--- config.mk ---
export PLATFORM = sky130hd
export DESIGN_NAME = power_mode_transition_clock_gate
export DESIGN_NICKNAME = d
export VERILOG_FILES = /design/src/pmt_pkg.sv /design/src/clk_gate_cell.sv /design/src/power_mode_transition_clock_gate.sv
export SDC_FILE = /design/constraint.sdc
export NUM_CORES = 1
export LEC_CHECK = 0
export ABC_AREA = 0
export BUFFER_PORTS_ARGS = -buffer_cell sky130_fd_sc_hd__buf_2
export CAP_MARGIN = 0
export CORE_MARGIN = 10
export CORE_UTILIZATION = 56
export CTS_BUF_LIST = sky130_fd_sc_hd__clkbuf_16
export DETAILED_ROUTE_END_ITERATION = 6
export GPL_ROUTABILITY_DRIVEN = 0
export PLACE_DENSITY = 0.89
export SYNTH_ARGS = -nofsm -noshare
export SYNTH_HDL_FRONTEND = slang
export SYNTH_SLANG_ARGS = --single-unit
--- constraint.sdc ---
create_clock -name ref_clk -period 2.7 [get_ports ref_clk]
set_input_delay 0.54 -clock ref_clk [delete_from_list [all_inputs] [get_ports ref_clk]]
set_output_delay 0.54 -clock ref_clk [all_outputs]
set_load 0.01 [all_outputs]
--- src/pmt_pkg.sv ---
// constants, register map and types for the power mode transition block
// assumes a single 50 MHz clock and a classic wishbone register port
package pmt_pkg;

  // register byte offsets, one aligned word each
  localparam logic [7:0] SYS_CTRL1_OFS  = 8'h00;
  localparam logic [7:0] SYS_CTRL2_OFS  = 8'h04;
  localparam logic [7:0] TIMER_A_OFS    = 8'h08;
  localparam logic [7:0] CLK_GATE1_OFS  = 8'h0C;
  localparam logic [7:0] CLK_GATE2_OFS  = 8'h10;
  localparam logic [7:0] MODE_STAT_OFS  = 8'h14;
  localparam logic [7:0] IRQ_STAT_OFS   = 8'h18;
  localparam logic [7:0] IRQ_MASK_OFS   = 8'h1C;
  localparam logic [7:0] IRQ_EN2_OFS    = 8'h20;

  // field positions
  localparam int STBY_SEL_BIT   = 7;
  localparam int WAIT_SEL_LSB   = 4;
  localparam int LOW_SPD_BIT    = 3;
  localparam int DT_EN_BIT      = 4;
  localparam int MED_SPD_BIT    = 3;
  localparam int TMA_PRE_BIT    = 3;
  localparam int WDT_RUN_BIT    = 0;

  // reset values
  localparam logic [7:0] CTRL_RST   = 8'h00;
  localparam logic [7:0] GATE_RST   = 8'hFF;
  localparam logic [1:0] IRQ_RST    = 2'h0;

  // transition state counts
  localparam logic [17:0] OLD_STATES  = 18'h00003; // sleep 2 + internal 1
  localparam logic [17:0] EXC_STATES  = 18'h0000E; // exception handling 14
  localparam logic [2:0]  MED_DIV     = 3'h7;      // medium speed: clock/8
  localparam logic [2:0]  WAIT_SEL_MAX = 3'h4;

  // interrupt status bits
  localparam int IRQ_DONE_BIT  = 0;
  localparam int IRQ_FALL_BIT  = 1;

  typedef enum logic [1:0] {MODE_HIGH, MODE_MEDIUM, MODE_SUB} cpu_mode_t;
  typedef enum logic [2:0] {ST_IDLE, ST_OLD, ST_WAIT, ST_EXC, ST_SLEEP}
    pmt_state_t;

endpackage

--- src/clk_gate_cell.sv ---
// one peripheral clock enable, changed only at a state boundary
// assumes boundary is a one-cycle pulse while the divided clock is low
`timescale 1ns/1ps
`default_nettype none
module clk_gate_cell
(
  // clock and reset
  input  wire logic ref_clk,
  input  wire logic srst,
  // control
  input  wire logic runReq,
  input  wire logic boundary,
  // gate enable to the peripheral
  output logic      clkRun
);

  typedef struct packed
  {
    logic run;
  } cell_t;

  cell_t cur;
  cell_t next_cur;

  // follow the request only between clock pulses, so no runt edge escapes
  always_comb
  begin
    next_cur = cur;
    if (boundary)
      next_cur.run = runReq;
  end

  always_ff @(posedge ref_clk)
  begin
    if (srst)
      cur <= '{run: 1'b1};
    else
      cur <= next_cur;
  end

  assign clkRun = cur.run;

endmodule
`default_nettype wire

--- src/power_mode_transition_clock_gate.sv ---
// power mode direct transition sequencer and peripheral clock gates
// assumes sleepExec and wakeReq are one-cycle pulses from the cpu core,
// subTick is a level synchronous to ref_clk toggling at the subclock rate
//
// Summary of operation
// - a sleep in medium speed with both low power selects and medium select clear and direct transfer on goes to high speed.
// - between active modes, three states pass at the old rate then fourteen exception states at the new rate.
// - a sleep in subactive with standby, no low speed, no medium, direct transfer and prescaler select goes to high speed.
// - the same sleep with medium select set goes to medium speed.
// - leaving subactive, three states pass in subclock periods, then the selected wait plus fourteen states at the new rate.
// - every transition into or out of subactive passes through watch, freezing external inputs meanwhile.
// - a clock-run bit written 0 stops that module clock.
// - a clock-run bit written 1 restarts that module clock.
// - both clock gate registers reset to all ones.
// - the first gate register holds eight bits for timers a, c, f, g, the adc and three serial ports.
// - the second gate register holds the watchdog clock-run bit.
// - once a direct transfer completes, direct transfer exception handling starts.
// - with the direct transfer interrupt disabled, the sleep enters sleep mode instead.
// - a sleep in high speed with low power selects clear, medium select and direct transfer set goes to medium speed.
`timescale 1ns/1ps
`default_nettype none
module power_mode_transition_clock_gate
#(
  parameter logic [17:0] WAIT_BASE = 18'h02000 // 8192 states at select 0
)
(
  // clock and reset
  input  wire logic              ref_clk,
  input  wire logic              srst,
  // wishbone slave
  input  wire logic              wb_cyc_i,
  input  wire logic              wb_stb_i,
  input  wire logic              wb_we_i,
  input  wire logic [7:0]        wb_adr_i,
  input  wire logic [3:0]        wb_sel_i,
  input  wire logic [31:0]       wb_dat_i,
  output logic      [31:0]       wb_dat_o,
  output logic                   wb_ack_o,
  // cpu core side
  input  wire logic              sleepExec,
  input  wire logic              wakeReq,
  input  wire logic              subTick,
  output pmt_pkg::cpu_mode_t     cpuMode,
  output logic                   cpuHold,
  output logic                   dtIrqStart,
  output logic                   watchPass,
  output logic                   sleepMode,
  output logic                   irq,
  // peripheral clock enables
  output logic                   timer_a_clk_run,
  output logic                   timer_c_clk_run,
  output logic                   timer_f_clk_run,
  output logic                   timer_g_clk_run,
  output logic                   adc_clk_run,
  output logic                   serial1_clk_run,
  output logic                   serial3b_clk_run,
  output logic                   serial3a_clk_run,
  output logic                   watchdog_clk_run
);
  import pmt_pkg::*;

  typedef struct packed
  {
    cpu_mode_t  mode;
    cpu_mode_t  target;
    pmt_state_t st;
    logic       viaWatch;
    logic [17:0] cnt;
    logic [2:0] div;
    logic       subPrev;
    logic [7:0] sysCtrl1;
    logic [7:0] sysCtrl2;
    logic [7:0] timerA;
    logic [7:0] gate1;
    logic [7:0] gate2;
    logic       dtIrqEn;
    logic [1:0] irqStat;
    logic [1:0] irqMask;
    logic       ack;
    logic [31:0] rdat;
    logic       dtIrq;
    logic       hold;
    logic       irqOut;
    logic       watchOut;
    logic       sleepOut;
  } top_t;

  top_t cur;
  top_t next_cur;

  logic        tick;
  logic        wbReq;
  logic        wbWr;
  logic        stbySel;
  logic        lowSel;
  logic        medSel;
  logic        dtEn;
  logic        tmaSel;
  logic        match;
  cpu_mode_t   dest;
  logic [2:0]  waitSel;
  logic [17:0] waitStates;
  logic [8:0]  runReq;
  logic [8:0]  runNow;
  logic [1:0]  setEv;

  // control fields
  assign stbySel = cur.sysCtrl1[STBY_SEL_BIT];
  assign lowSel  = cur.sysCtrl1[LOW_SPD_BIT];
  assign medSel  = cur.sysCtrl2[MED_SPD_BIT];
  assign dtEn    = cur.sysCtrl2[DT_EN_BIT];
  assign tmaSel  = cur.timerA[TMA_PRE_BIT];
  assign waitSel = cur.sysCtrl1[WAIT_SEL_LSB +: 3];
  assign wbReq   = wb_cyc_i && wb_stb_i && !cur.ack;
  assign wbWr    = wbReq && wb_we_i && wb_sel_i[0];

  // wait length doubles per select step; steps above the top clamp
  always_comb
  begin
    if (waitSel > WAIT_SEL_MAX)
      waitStates = WAIT_BASE << WAIT_SEL_MAX;
    else
      waitStates = WAIT_BASE << waitSel;
  end

  // one state boundary at the rate of the mode now running
  always_comb
  begin
    unique case (cur.mode)
      MODE_HIGH:   tick = 1'b1;
      MODE_MEDIUM: tick = (cur.div == MED_DIV);
      MODE_SUB:    tick = subTick && !cur.subPrev;
      default:     tick = 1'b1;
    endcase
  end

  // decode which direct transfer a sleep asks for
  always_comb
  begin
    match = 1'b0;
    dest  = cur.mode;
    unique case (cur.mode)
      MODE_MEDIUM:
      begin
        if (!stbySel && !lowSel && !medSel)
        begin
          match = 1'b1;
          dest  = MODE_HIGH;
        end
        else if (stbySel && lowSel && tmaSel)
        begin
          match = 1'b1;
          dest  = MODE_SUB;
        end
      end
      MODE_HIGH:
      begin
        if (!stbySel && !lowSel && medSel)
        begin
          match = 1'b1;
          dest  = MODE_MEDIUM;
        end
        else if (stbySel && lowSel && tmaSel)
        begin
          match = 1'b1;
          dest  = MODE_SUB;
        end
      end
      MODE_SUB:
      begin
        if (stbySel && !lowSel && tmaSel)
        begin
          match = 1'b1;
          dest  = medSel ? MODE_MEDIUM : MODE_HIGH;
        end
      end
      default:
      begin
        match = 1'b0;
        dest  = MODE_HIGH;
      end
    endcase
  end

  // gate request bits in output order
  assign runReq = {cur.gate2[WDT_RUN_BIT], cur.gate1};

  // sequencer, register file and interrupt state
  always_comb
  begin
    next_cur       = cur;
    setEv          = 2'b00;
    next_cur.dtIrq = 1'b0;
    next_cur.ack   = wbReq;
    next_cur.subPrev = subTick;
    next_cur.div   = (cur.mode == MODE_MEDIUM) ? cur.div + 3'h1 : 3'h0;

    unique case (cur.st)
      ST_IDLE:
      begin
        if (sleepExec && dtEn && match)
        begin
          if (cur.dtIrqEn)
          begin
            next_cur.st     = ST_OLD;
            next_cur.target = dest;
            next_cur.hold   = 1'b1;
            next_cur.cnt    = OLD_STATES;
            next_cur.viaWatch = (dest == MODE_SUB) ||
                                (cur.mode == MODE_SUB);
          end
          else
          begin
            next_cur.st   = ST_SLEEP;
            next_cur.hold = 1'b1;
            setEv[IRQ_FALL_BIT] = 1'b1;
          end
        end
      end
      ST_OLD:
      begin
        // counted at the old rate, subclock when leaving subactive
        if (tick)
        begin
          next_cur.cnt = cur.cnt - 18'h1;
          if (cur.cnt == 18'h1)
          begin
            next_cur.mode = cur.target;
            next_cur.div  = 3'h0;
            if (cur.viaWatch)
            begin
              next_cur.st  = ST_WAIT;
              next_cur.cnt = (cur.mode == MODE_SUB) ? waitStates : 18'h1;
            end
            else
            begin
              next_cur.st    = ST_EXC;
              next_cur.cnt   = EXC_STATES;
              next_cur.dtIrq = 1'b1;
            end
          end
        end
      end
      ST_WAIT:
      begin
        // oscillator wait, new rate; watch holds external inputs
        if (tick)
        begin
          next_cur.cnt = cur.cnt - 18'h1;
          if (cur.cnt == 18'h1)
          begin
            next_cur.st    = ST_EXC;
            next_cur.cnt   = EXC_STATES;
            next_cur.dtIrq = 1'b1;
          end
        end
      end
      ST_EXC:
      begin
        if (tick)
        begin
          next_cur.cnt = cur.cnt - 18'h1;
          if (cur.cnt == 18'h1)
          begin
            next_cur.st   = ST_IDLE;
            next_cur.hold = 1'b0;
            setEv[IRQ_DONE_BIT] = 1'b1;
          end
        end
      end
      ST_SLEEP:
      begin
        // wake leaves the running mode unchanged
        if (wakeReq)
        begin
          next_cur.st   = ST_IDLE;
          next_cur.hold = 1'b0;
        end
      end
      default:
      begin
        next_cur.st   = ST_IDLE;
        next_cur.hold = 1'b0;
      end
    endcase

    // register writes
    if (wbWr)
    begin
      unique case (wb_adr_i)
        SYS_CTRL1_OFS: next_cur.sysCtrl1 = wb_dat_i[7:0];
        SYS_CTRL2_OFS: next_cur.sysCtrl2 = wb_dat_i[7:0];
        TIMER_A_OFS:   next_cur.timerA   = wb_dat_i[7:0];
        CLK_GATE1_OFS: next_cur.gate1    = wb_dat_i[7:0];
        CLK_GATE2_OFS: next_cur.gate2    = wb_dat_i[7:0];
        IRQ_STAT_OFS:
          next_cur.irqStat = cur.irqStat & ~wb_dat_i[1:0];
        IRQ_MASK_OFS:  next_cur.irqMask  = wb_dat_i[1:0];
        IRQ_EN2_OFS:   next_cur.dtIrqEn  = wb_dat_i[0];
        default:       next_cur.rdat     = cur.rdat;
      endcase
    end
    // a new event wins over a clear in the same cycle
    next_cur.irqStat = next_cur.irqStat | setEv;
    next_cur.irqOut  = |(next_cur.irqStat & next_cur.irqMask);
    // state flags registered so the pins come straight from flops
    next_cur.watchOut = (next_cur.st == ST_WAIT);
    next_cur.sleepOut = (next_cur.st == ST_SLEEP);

    // read data registered with the ack; unmapped reads give zero
    next_cur.rdat = 32'h0;
    if (wbReq && !wb_we_i)
    begin
      unique case (wb_adr_i)
        SYS_CTRL1_OFS: next_cur.rdat[7:0] = cur.sysCtrl1;
        SYS_CTRL2_OFS: next_cur.rdat[7:0] = cur.sysCtrl2;
        TIMER_A_OFS:   next_cur.rdat[7:0] = cur.timerA;
        CLK_GATE1_OFS: next_cur.rdat[7:0] = cur.gate1;
        CLK_GATE2_OFS: next_cur.rdat[7:0] = cur.gate2;
        MODE_STAT_OFS:
          next_cur.rdat[7:0] = {cur.hold, cur.st, 1'b0, cur.viaWatch,
                                cur.mode};
        IRQ_STAT_OFS:  next_cur.rdat[1:0] = cur.irqStat;
        IRQ_MASK_OFS:  next_cur.rdat[1:0] = cur.irqMask;
        IRQ_EN2_OFS:   next_cur.rdat[0]   = cur.dtIrqEn;
        default:       next_cur.rdat      = 32'h0;
      endcase
    end
  end

  always_ff @(posedge ref_clk)
  begin
    if (srst)
    begin
      cur          <= '0;
      cur.mode     <= MODE_MEDIUM; // reset enters medium speed
      cur.target   <= MODE_MEDIUM;
      cur.st       <= ST_IDLE;
      cur.sysCtrl1 <= CTRL_RST;
      cur.sysCtrl2 <= CTRL_RST;
      cur.timerA   <= CTRL_RST;
      cur.gate1    <= GATE_RST;
      cur.gate2    <= GATE_RST;
      cur.irqStat  <= IRQ_RST;
      cur.irqMask  <= IRQ_RST;
    end
    else
      cur <= next_cur;
  end

  // one glitch-free gate per peripheral, moved on state boundaries only
  genvar g;
  generate
    for (g = 0; g < 9; g++)
    begin : gate_gen
      clk_gate_cell u_cell
      (
        .ref_clk  (ref_clk),
        .srst     (srst),
        .runReq   (runReq[g]),
        .boundary (tick),
        .clkRun   (runNow[g])
      );
    end
  endgenerate

  // outputs straight from flip-flops
  assign wb_dat_o   = cur.rdat;
  assign wb_ack_o   = cur.ack;
  assign cpuMode    = cur.mode;
  assign cpuHold    = cur.hold;
  assign dtIrqStart = cur.dtIrq;
  assign watchPass  = cur.watchOut;
  assign sleepMode  = cur.sleepOut;
  assign irq        = cur.irqOut;
  assign timer_a_clk_run  = runNow[0];
  assign timer_c_clk_run  = runNow[1];
  assign timer_f_clk_run  = runNow[2];
  assign timer_g_clk_run  = runNow[3];
  assign adc_clk_run      = runNow[4];
  assign serial1_clk_run  = runNow[5];
  assign serial3b_clk_run = runNow[6];
  assign serial3a_clk_run = runNow[7];
  assign watchdog_clk_run = runNow[8];

endmodule
`default_nettype wire

Word level (Yosys, flattened, before mapping). Index checks and enable logic that the tools add are counted. W data, S select, Z words.

Flip-flop bits (word level): 122.

Equal/unequal tests: 26. Shift-type cells: 1. Bitwise logic cells: 6. Reductions and logical operators: 39. Muxes and demuxes: 56. $lt $le $gt $ge: 1. $add $sub $neg: 2.

Operators with widths (count): $mux W18 (6); $pmux W18 S4 (1); $mux W21 (2); $pmux W6 S6 (1); $eq A8 B5 Y1 const B (4); $mux W3 (10); $mux W22 (1); $mux W1 (19); $mux W19 (1); $eq A18 B1 Y1 const B (1); $shl A14 B3 Y18 const A (1); $sub A18 B1 Y18 const B (1); $eq A8 B4 Y1 const B (2); $logic_and A1 B1 Y1 (15); $pmux W3 S5 (1); $mux W2 (6); $reduce_and A2 Y1 (6); $eq A3 B2 Y1 const B (3); $eq A3 B3 Y1 const B (3); $pmux W1 S9 (1); $eq A8 B3 Y1 const B (1); $eq A8 B6 Y1 const B (1); $logic_not A8 Y1 (1); $ne A2 B2 Y1 const B (4); 25 further kinds (39).

Longest topological paths before layout. Gate-level depths: netlist of run 1.

Word-level depth: 11. Depth in mapped cells: 10. Mapped depth without buffers: 7.

Hierarchy. A second synthesis of run 1 with hierarchy kept.

Cells, all modules: 581. Area, all modules: 4979.8 µm².

By module, submodules not included: power_mode_transition_clock_gate (sequential area each 1781.7 µm², area each 4664.5 µm², instances 1, cells an instance 554); clk_gate_cell (sequential area each 20.0 µm², area each 35.0 µm², instances 9, cells an instance 3).

Worst setup path after synthesis of run 1. Ideal clock, no wire load.

Kind: register to register. From: register cur, in the netlist cpuMode[0]. To: register cur[91] (netlist name). Cell stages (with the launch flop): 8. Arrival: 2253 ps. Slack: 330 ps. Path buffers: 0. Cell sequence: dfxtp_1 > inv_1 > ha_1 > or3b_4 > a2111oi_4 > o211ai_4 > a22o_1 > a32o_1.

Cells in the longest elaborated chain, start to end: 6. Elaborated cells on any way between the ends: 16.

Ends and longest elaborated chain: from (decl) (RTL line power_mode_transition_clock_gate.sv:88) `top_t cur;`; from (signal assigned) (RTL line power_mode_transition_clock_gate.sv:348) `cur <= next_cur;`; $eq A2 B2 Y1 (RTL line power_mode_transition_clock_gate.sv:129, power_mode_transition_clock_gate.sv:142, power_mode_transition_clock_gate.sv:233); $mux W18 (RTL line power_mode_transition_clock_gate.sv:233) `next_cur.cnt = (cur.mode == MODE_SUB) ? waitStates : 18'h1;`; $mux W18 (RTL line power_mode_transition_clock_gate.sv:230) `if (cur.viaWatch)`; $mux W21 (RTL line power_mode_transition_clock_gate.sv:226) `if (cur.cnt == 18'h1)`; $mux W21 (RTL line power_mode_transition_clock_gate.sv:223) `if (tick)`; $pmux W18 S4 (RTL line power_mode_transition_clock_gate.sv:198) `unique case (cur.st)`.

Several ways; a longest one is shown, not always the timed one. The select of a mux whose other input is x is not followed. A chain may end at the register's enable or synchronous reset.

Final worst setup path of run 1.
From: register cur, in the netlist cpuMode[0]. To: register cur[93] (netlist name).

The elaborated chain is that of the path after synthesis.

==> flow_metrics.tcl, run 1 <==
set metrics [dict create \
    rsz0062_at_grt "no" \
    ir_drop_mv 0.263 \
    tightest_slew_ns 0.768 \
    netlist_area_um2 5310 \
    wl_per_cell_um 19.1 \
    clkLatencyLatePin_ns 0.36 \
    dieArea_um2 13800 \
    grt_max_degree 31 \
    synthFlopType "dfxtp_1" \
    endpoint_kind "register" \
    clkTransAtPathRegs_ns 0.07 \
    hold_path_class "register to register" \
    async_reset_ff_frac 0 \
    cp-start-kind "register" \
    dp_hpwl_um 10600 \
    hold_viol 0 \
    period_needed_ns 2.55 \
    synth_xor_area_frac 0.00495 \
    die_w_um 117 \
    die_h_um 117 \
    rr_startpoint "cpuMode[0]" \
    ant_nets 0 \
    port_buffers 49 \
    drv_slew 0 \
    syn_area_per_cell_um2 8.65 \
    drt_wl_total_um 15100 \
    antenna_found_initial 1 \
    cts_tree "built" \
    critical_path_class "register to register" \
    synthTopCellsByArea "dfxtp_1 37%, mux2i_1 7.7%, nand2_1 5.5%" \
    cts.path.max_buffers 2 \
    root_buffer "clkbuf_16" \
    p_leak_nw 2.31 \
    grt_pass1_wl_um 24700 \
    synth-edff-count 0 \
    fin_nets 719 \
    viasPerCell 6.47 \
    yosysSeqAreaShare 0.370 \
    crit_start "cpuMode[0]" \
    grt_remaining_overflow 0 \
    io_pins 101 \
    numCtsBuffers 9 \
    synth_mux_area_frac 0.0794 \
    drv_cap 0 \
    post-route-period-util 0.944 \
    placementRows 35 \
    worstHoldStart "cur[84]" \
    core_area_um2 9240 \
    clock.fmax_ghz 0.392 \
    synth_compound_area_frac 0.195 \
    vias 5135 \
    areaGrowthSynthToFinish_pct 11.8 \
    slew-limit-headroom 0.485 \
    netlist.area_leader.share 0.370 \
    drtIter0Drc 768 \
    cp.required_ns 2.94 \
    first_global_vias 4909 \
    cts_num_sinks 98 \
    yosysWarnings 0 \
    h-tree-depth 3 \
    finalSetupTns_ns 0 \
    grt_usage 0.209 \
    placedCellCount 775 \
    drive_above_1_share 0.182 \
    synth_top_family_by_area "simple AND/OR/NAND/NOR gates" \
    synth_top_cell_by_area "dfxtp_1" \
    p_per_area_nw_per_um2 496 \
    stdcell_count 794 \
    finClkSkew_ns 0.00747 \
    synth_seq_cells 98 \
    synth.distinct_cells 76 \
    drc 0 \
    status "finished clean" \
    dr.pass1.iters 5 \
    critPathMaxFanout 11 \
    critPathArrivalTime_ns 2.79 \
    setup_viol 0 \
    synthSimpleGateAreaFrac 0.244 \
    start_util 0.575 \
    synth_cells 614 \
    synth_fa_ha_area_frac 0.0189 \
]
[state kept, by name, indices dropped and copies added, names as in the netlist]
signal                  cells
dtIrqStart                  1
sleepMode                   1
wb_ack_o                    1
cpuMode                     2
watchPass                   1
cpuHold                     1
wb_dat_o                    8
cur                        73
irq                         1
gate_gen.u_cell.clkRun      9
[worst max-delay path, stage by stage, from the launching register on]
cell       delay, ns
dfxtp_2         0.40
inv_1           0.08
ha_1            0.22
or3b_4          0.38
a2111oi_4       0.40
buf_4           0.20
o211ai_4        0.18
a22o_1          0.31
a32o_1          0.26
[final timing paths]
check                 end  slack [ns]  cells after the start
hold reg to reg   cur[84]        0.44                      1
setup reg to reg  cur[93]        0.15                      8
setup / recovery  cur[93]        0.15                      8
hold / removal    cur[84]        0.44                      1
[per-stage QoR]
stage | setup slack, ns | instance area, um2 | hold WS, ns | power, W | utilization
CTS | 0.0394 | 5920 | 0.442 | 0.00294 | 0.640
floorplan | 0.330 | 5400 | 0.407 | 0.00158 | -
detailed placement | 0.0600 | 5600 | 0.434 | 0.00161 | 0.606
finish | 0.152 | 5940 | 0.436 | 0.00294 | 0.643
global route | 0.0290 | 5930 | 0.468 | 0.00301 | 0.642
global placement | 0.175 | 5600 | 0.418 | 0.00161 | 0.606
[routing by layer]
| layer | routed length (um) | vias up | part of all wire | global-route usage |
|---|---|---|---|---|
| met3 | 1450 | 56 | 0.096 | 0.0379 |
| met4 | 439 | 0 | 0.029 | 0.100 |
| met5 | 0 | - | 0 | 0 |
| li1 | - | 2301 | - | - |
| met1 | 6120 | 2446 | 0.40 | 0.258 |
| met2 | 7120 | 332 | 0.47 | 0.343 |
[kinds of logic after synthesis]
| logic type | after synthesis |
|---|---|
| simple gates | 250 |
| mux | 42 |
| xor+xnor | 3 |
| buf+inv | 81 |
| compound gates | 131 |
| flops | 98 |
| fa+ha+maj | 8 |
| other cells | 1 |
[layout by cell type (no fill, tap or decap), types with 9 or more instances in the layout]
master and count:
dfxtp_1 97, buf_2 49, a21oi_1 17, nor2_1 51, buf_4 31, o21ai_0 14, nand3_1 30, a31oi_1 10
inv_1 11, clkbuf_16 9, nand2_1 78, conb_1 24, a22oi_1 15, mux2i_1 41, nor3_1 16
[Yosys cell counts, types with 7 or more instances]
cell	number
a21oi_1	17
a22oi_1	15
a31oi_1	10
and2_1	7
buf_2	8
buf_4	38
clkbuf_1	19
dfxtp_1	98
ha_1	8
inv_1	11
mux2i_1	41
nand2_1	78
nand3_1	30
nand4_1	8
nor2_1	51
nor3_1	16
nor4_1	8
o21ai_0	14
o22ai_1	7
[power by group]
part           switching [W]  leakage, nW  total, W  internal (W)
clock network       0.000614        0.156   0.00136      0.000746
logic              0.0000913         1.36  0.000129     0.0000378
registers         0.00000287        0.791   0.00145       0.00145
total               0.000708         2.31   0.00294       0.00223
[final cells by class]
class	count	area, um2
fill	696	3300
clock inverter	7	92.6
clock buffer	9	225
sequential	98	1960
multi-input combinational	458	2970
antenna	1	2.50
inverter	12	45.0
tap	129	161
timing repair buffer	80	478
[timing repair]
item / CTS / global route
setup endpoints to repair: 0 / 16
buffers inserted: 0 / 2
resized for setup: 0 / 1
hold buffers: 0 / 0
No activity file was read; power rests on OpenSTA's default activity.
==> run 2: changes to the inputs <==
Settings changed: CORE_ASPECT_RATIO from default to 0.5, CTS_BUF_LIST sky130_fd_sc_hd__clkbuf_16 to default.
==> flow_metrics.tcl, run 2 (same netlist as run 1, synthesis figures left out) <==
set metrics [dict create \
    status "finished clean" \
    die_h_um 88.9 \
    setup_viol 0 \
    port_buffers 49 \
    root_buffer "clkbuf_16" \
    comb_power_share 0.045 \
    placedCellCount 763 \
    layout_common_cells "97 x dfxtp_1, 78 x nand2_1, 51 x nor2_1" \
    clkTransAtPathRegs_ns 0.07 \
    critical_path_class "register to register" \
    power.switching_w 0.000693 \
    pre_cts_ws_ns 0.0602 \
    placementRows 24 \
    p_leak_nw 2.29 \
    core_area_um2 8980 \
    cts.path.max_buffers 2 \
    p_per_area_nw_per_um2 483 \
    drc 0 \
    holdPathStages 1 \
    cp.required_ns 2.92 \
    pwr-share-seq 0.510 \
    ant_nets 0 \
    hold_path_class "register to register" \
    first_global_vias 4612 \
    period_needed_ns 2.61 \
    drv_slew 0 \
    post-route-period-util 0.968 \
    dp_hpwl_um 10200 \
    start_util 0.591 \
    top_register "cur" \
    die_w_um 158 \
    grt_remaining_overflow 0 \
    clock.fmax_ghz 0.382 \
    hold_viol 0 \
    cts_num_sinks 98 \
    finClkSkew_ns 0.00612 \
    clkLatencyLatePin_ns 0.35 \
    vias 4842 \
    drt_wl_total_um 14200 \
    hold_buffers 0 \
    cp-start-kind "register" \
    drtIter0Drc 553 \
    cts_tree "built" \
    largest_register_ff_count 73 \
    ir_drop_mv 0.286 \
    io_pins 101 \
    mostFrequentLayoutCell "dfxtp_1" \
    p_clk_frac 0.446 \
    switching_share 0.243 \
    viasPerCell 6.19 \
    p_int_w 0.00216 \
    n_antenna_cell 0 \
    drive_above_1_share 0.185 \
    critPathMaxFanout 12 \
    grt_usage 0.199 \
    drv_cap 0 \
    rr_worst_depth 9 \
    numCtsBuffers 9 \
    setup_ws_ns 0.0853 \
    tightest_slew_ns 0.915 \
    antenna_found_initial 0 \
    slew-limit-headroom 0.386 \
    fin_util 0.658 \
    grt_max_degree 36 \
    fin_nets 720 \
    wl_per_cell_um 18.1 \
    critPathArrivalTime_ns 2.83 \
    grt_pass1_wl_um 22600 \
    stdcell_count 782 \
    dr.pass1.iters 6 \
    dieArea_um2 14000 \
    areaGrowthSynthToFinish_pct 11.2 \
    h-tree-depth 3 \
    endpoint_kind "register" \
]
run 2: what timing repair did:
| item | 4_1_cts | 5_1_grt |
|---|---|---|
| endpoints found under the setup margin | 0 | 14 |
| setup buffers | 0 | 3 |
| gates resized for setup | 0 | 2 |
run 2: routing by layer:
layer	up-vias	routed length (um)	GRT usage	part of all wire
li1	2301	-	-	-
met2	219	6850	0.354	0.48
met3	32	1070	0.0392	0.075
met4	0	291	0.0801	0.021
met5	-	0	0	0
met1	2290	5980	0.235	0.42
run 2: final timing paths:
check,start,end,slack (ns)
setup / recovery,cpuMode[0],cur[104],0.09
hold / removal,cur[84],cur[84],0.43
setup reg to reg,cpuMode[0],cur[104],0.09
hold reg to reg,cur[84],cur[84],0.43
run 2: per-stage QoR:
stage                     cell area (um2)  total power (W)  hold WS (ns)  TNS [ns]
final                                5900          0.00285         0.433         0
after global routing                 5900          0.00293         0.440   -0.0705
after CTS                            5880          0.00286         0.433         0
after detailed placement             5590          0.00161         0.423         0
after global placement               5590          0.00161         0.418         0
after floorplan                      5400          0.00158         0.407         0
run 2: critical path, cell delays in order, from the launching register on:
cell and delay, ns:
dfxtp_2 0.39, inv_1 0.12, ha_1 0.23, or3b_4 0.40, a2111oi_4 0.44, buf_4 0.19, o211ai_4 0.18, buf_4 0.23
a22oi_1 0.19, o32ai_1 0.11
run 2: area by class of cell:
type / count / area, um2
fillers: 669 / 3070
multi-input cells: 458 / 2970
clock buffers: 10 / 239
well taps: 117 / 146
flip-flops and latches: 98 / 1960
repair buffers: 81 / 485
inverters: 12 / 45.0
clock inverters: 6 / 56.3
run 2: power by group through the flow:
stage	Sequential, W	Clock [W]	Combinational [W]
floorplan	0.00149	0	0.0000936
global placement	0.00149	0	0.000120
detailed placement	0.00149	0	0.000122
CTS	0.00145	0.00128	0.000123
global route	0.00145	0.00134	0.000137
finish	0.00145	0.00127	0.000128
==> run 3: changes to the inputs <==
Settings changed: CORE_UTILIZATION 56 to 58, CTS_BUF_LIST from default to sky130_fd_sc_hd__clkbuf_8, PLACE_DENSITY 0.89 to 0.91.
==> flow_metrics.tcl, run 3 (same netlist as run 1, synthesis figures left out) <==
set metrics [dict create \
    cts-resized-gates 0 \
    slowest_delay_ns 0.47 \
    crit_chain "inv_1 -> ha_1 -> or3b_4 -> a2111oi_4 -> o211a_1 -> buf_4 -> o22ai_1 -> a32o_1" \
    p_leak_nw 2.25 \
    drtIter0Drc 660 \
    h-tree-depth 3 \
    vias 5003 \
    areaGrowthSynthToFinish_pct 9.00 \
    hold_path_class "input port to register" \
    n_antenna_cell 0 \
    layout_common_cells "98 x dfxtp_1, 78 x nand2_1, 51 x nor2_1" \
    grt_max_degree 53 \
    mostFrequentLayoutCell "dfxtp_1" \
    ant_nets 0 \
    rr_worst_depth 8 \
    status "finished, violations left" \
    path_depth 8 \
    cts_num_sinks 98 \
    critical_path_class "register to register" \
    drv_slew 0 \
    rsz0062_at_grt "no" \
    tightest_slew_ns 0.578 \
    hold_viol 0 \
    finalSetupTns_ns 0 \
    critPathMaxFanout 7 \
    placementRows 24 \
    endpoint_kind "register" \
    hold_buffers 0 \
    numCtsBuffers 9 \
    cp-start-kind "register" \
    first_global_vias 4698 \
    p_per_area_nw_per_um2 437 \
    holdPathStages 2 \
    die_h_um 87.7 \
    wl_per_cell_um 18.5 \
    top_register "cur" \
    violations "DRC" \
    dieArea_um2 13600 \
    io_pins 101 \
    slew-limit-headroom 0.611 \
    clkTransAtPathRegs_ns 0.10 \
    drv_cap 0 \
    cp.required_ns 2.98 \
    port_buffers 49 \
    grt_remaining_overflow 0 \
    cts_tree "built" \
    clkLatencyLatePin_ns 0.39 \
    drc 25 \
    clock.fmax_ghz 0.391 \
    crit_family "compound AO/OA/AOI/OAI gates" \
    die_w_um 155 \
    finClkSkew_ns 0.0120 \
    grt_usage 0.205 \
    start_util 0.603 \
    postCtsSetupBuffers 0 \
    period_needed_ns 2.56 \
    viasPerCell 6.41 \
    antenna_found_initial 0 \
    largest_register_ff_count 73 \
    core_area_um2 8800 \
    dr.pass1.iters 7 \
    crit_start "cpuMode[0]" \
    fin_nets 718 \
    post-route-period-util 0.948 \
    dp_hpwl_um 10300 \
    critPathSlowestCell "a2111oi_4" \
    setup_viol 0 \
    grt_pass1_wl_um 23100 \
    cts.path.max_buffers 2 \
    critPathArrivalTime_ns 2.84 \
    root_buffer "clkbuf_8" \
    total_power_w 0.00253 \
    ir_drop_mv 0.333 \
    critPathBufInv 2 \
    drt_wl_total_um 14400 \
    worstHoldStart "subTick" \
    drive_above_1_share 0.179 \
    rr_startpoint "cpuMode[0]" \
]
run 3: final cells by class:
class                      count  area (um2)
fill                         681        3010
multi-input combinational    458        2970
sequential                    98        1960
timing repair buffer          79         470
tap                          117         146
clock buffer                  10         138
clock inverter                 6        56.3
inverter                      12        45.0
run 3: path summary, 6_finish.rpt:
| kind | endpoint | slack [ns] |
|---|---|---|
| max reg2reg | cur[96] | 0.14 |
| max | cur[96] | 0.14 |
| min reg2reg | cur[84] | 0.44 |
| min | cur[83] | 0.42 |
run 3: worst reg2reg max path, delay by kind of cell, from the launching register on:
family / cells / cell delay [ns]
AOI/OAI and AO/OA: 4 / 1.12
DFF: 1 / 0.44
and+or+nand+nor: 1 / 0.39
buffers and inverters: 2 / 0.28
adders and majority gates: 1 / 0.22
run 3: metrics by stage:
stage,hold slack [ns],std cells,util,cell area (um2),setup WS (ns)
floorplan,0.407,637,-,5400,0.330
global placement,0.418,764,0.636,5590,0.254
detailed placement,0.425,764,0.636,5590,0.187
CTS,0.407,780,0.658,5790,0.158
global route,0.409,780,0.658,5790,0.0205
finish,0.419,780,0.658,5790,0.141
run 3: metal layers:
layer,up-vias,track usage,share of wire
met1,2385,0.237,0.41
met4,0,0.0726,0.023
met2,286,0.362,0.48
met3,45,0.0582,0.095
li1,2287,-,-
met5,-,0,0
run 3: power breakdown:
group / total [W] / internal [W] / switching [W]
logic: 0.000128 / 0.0000366 / 0.0000913
registers: 0.00145 / 0.00145 / 0.00000305
clock network: 0.000948 / 0.000381 / 0.000567
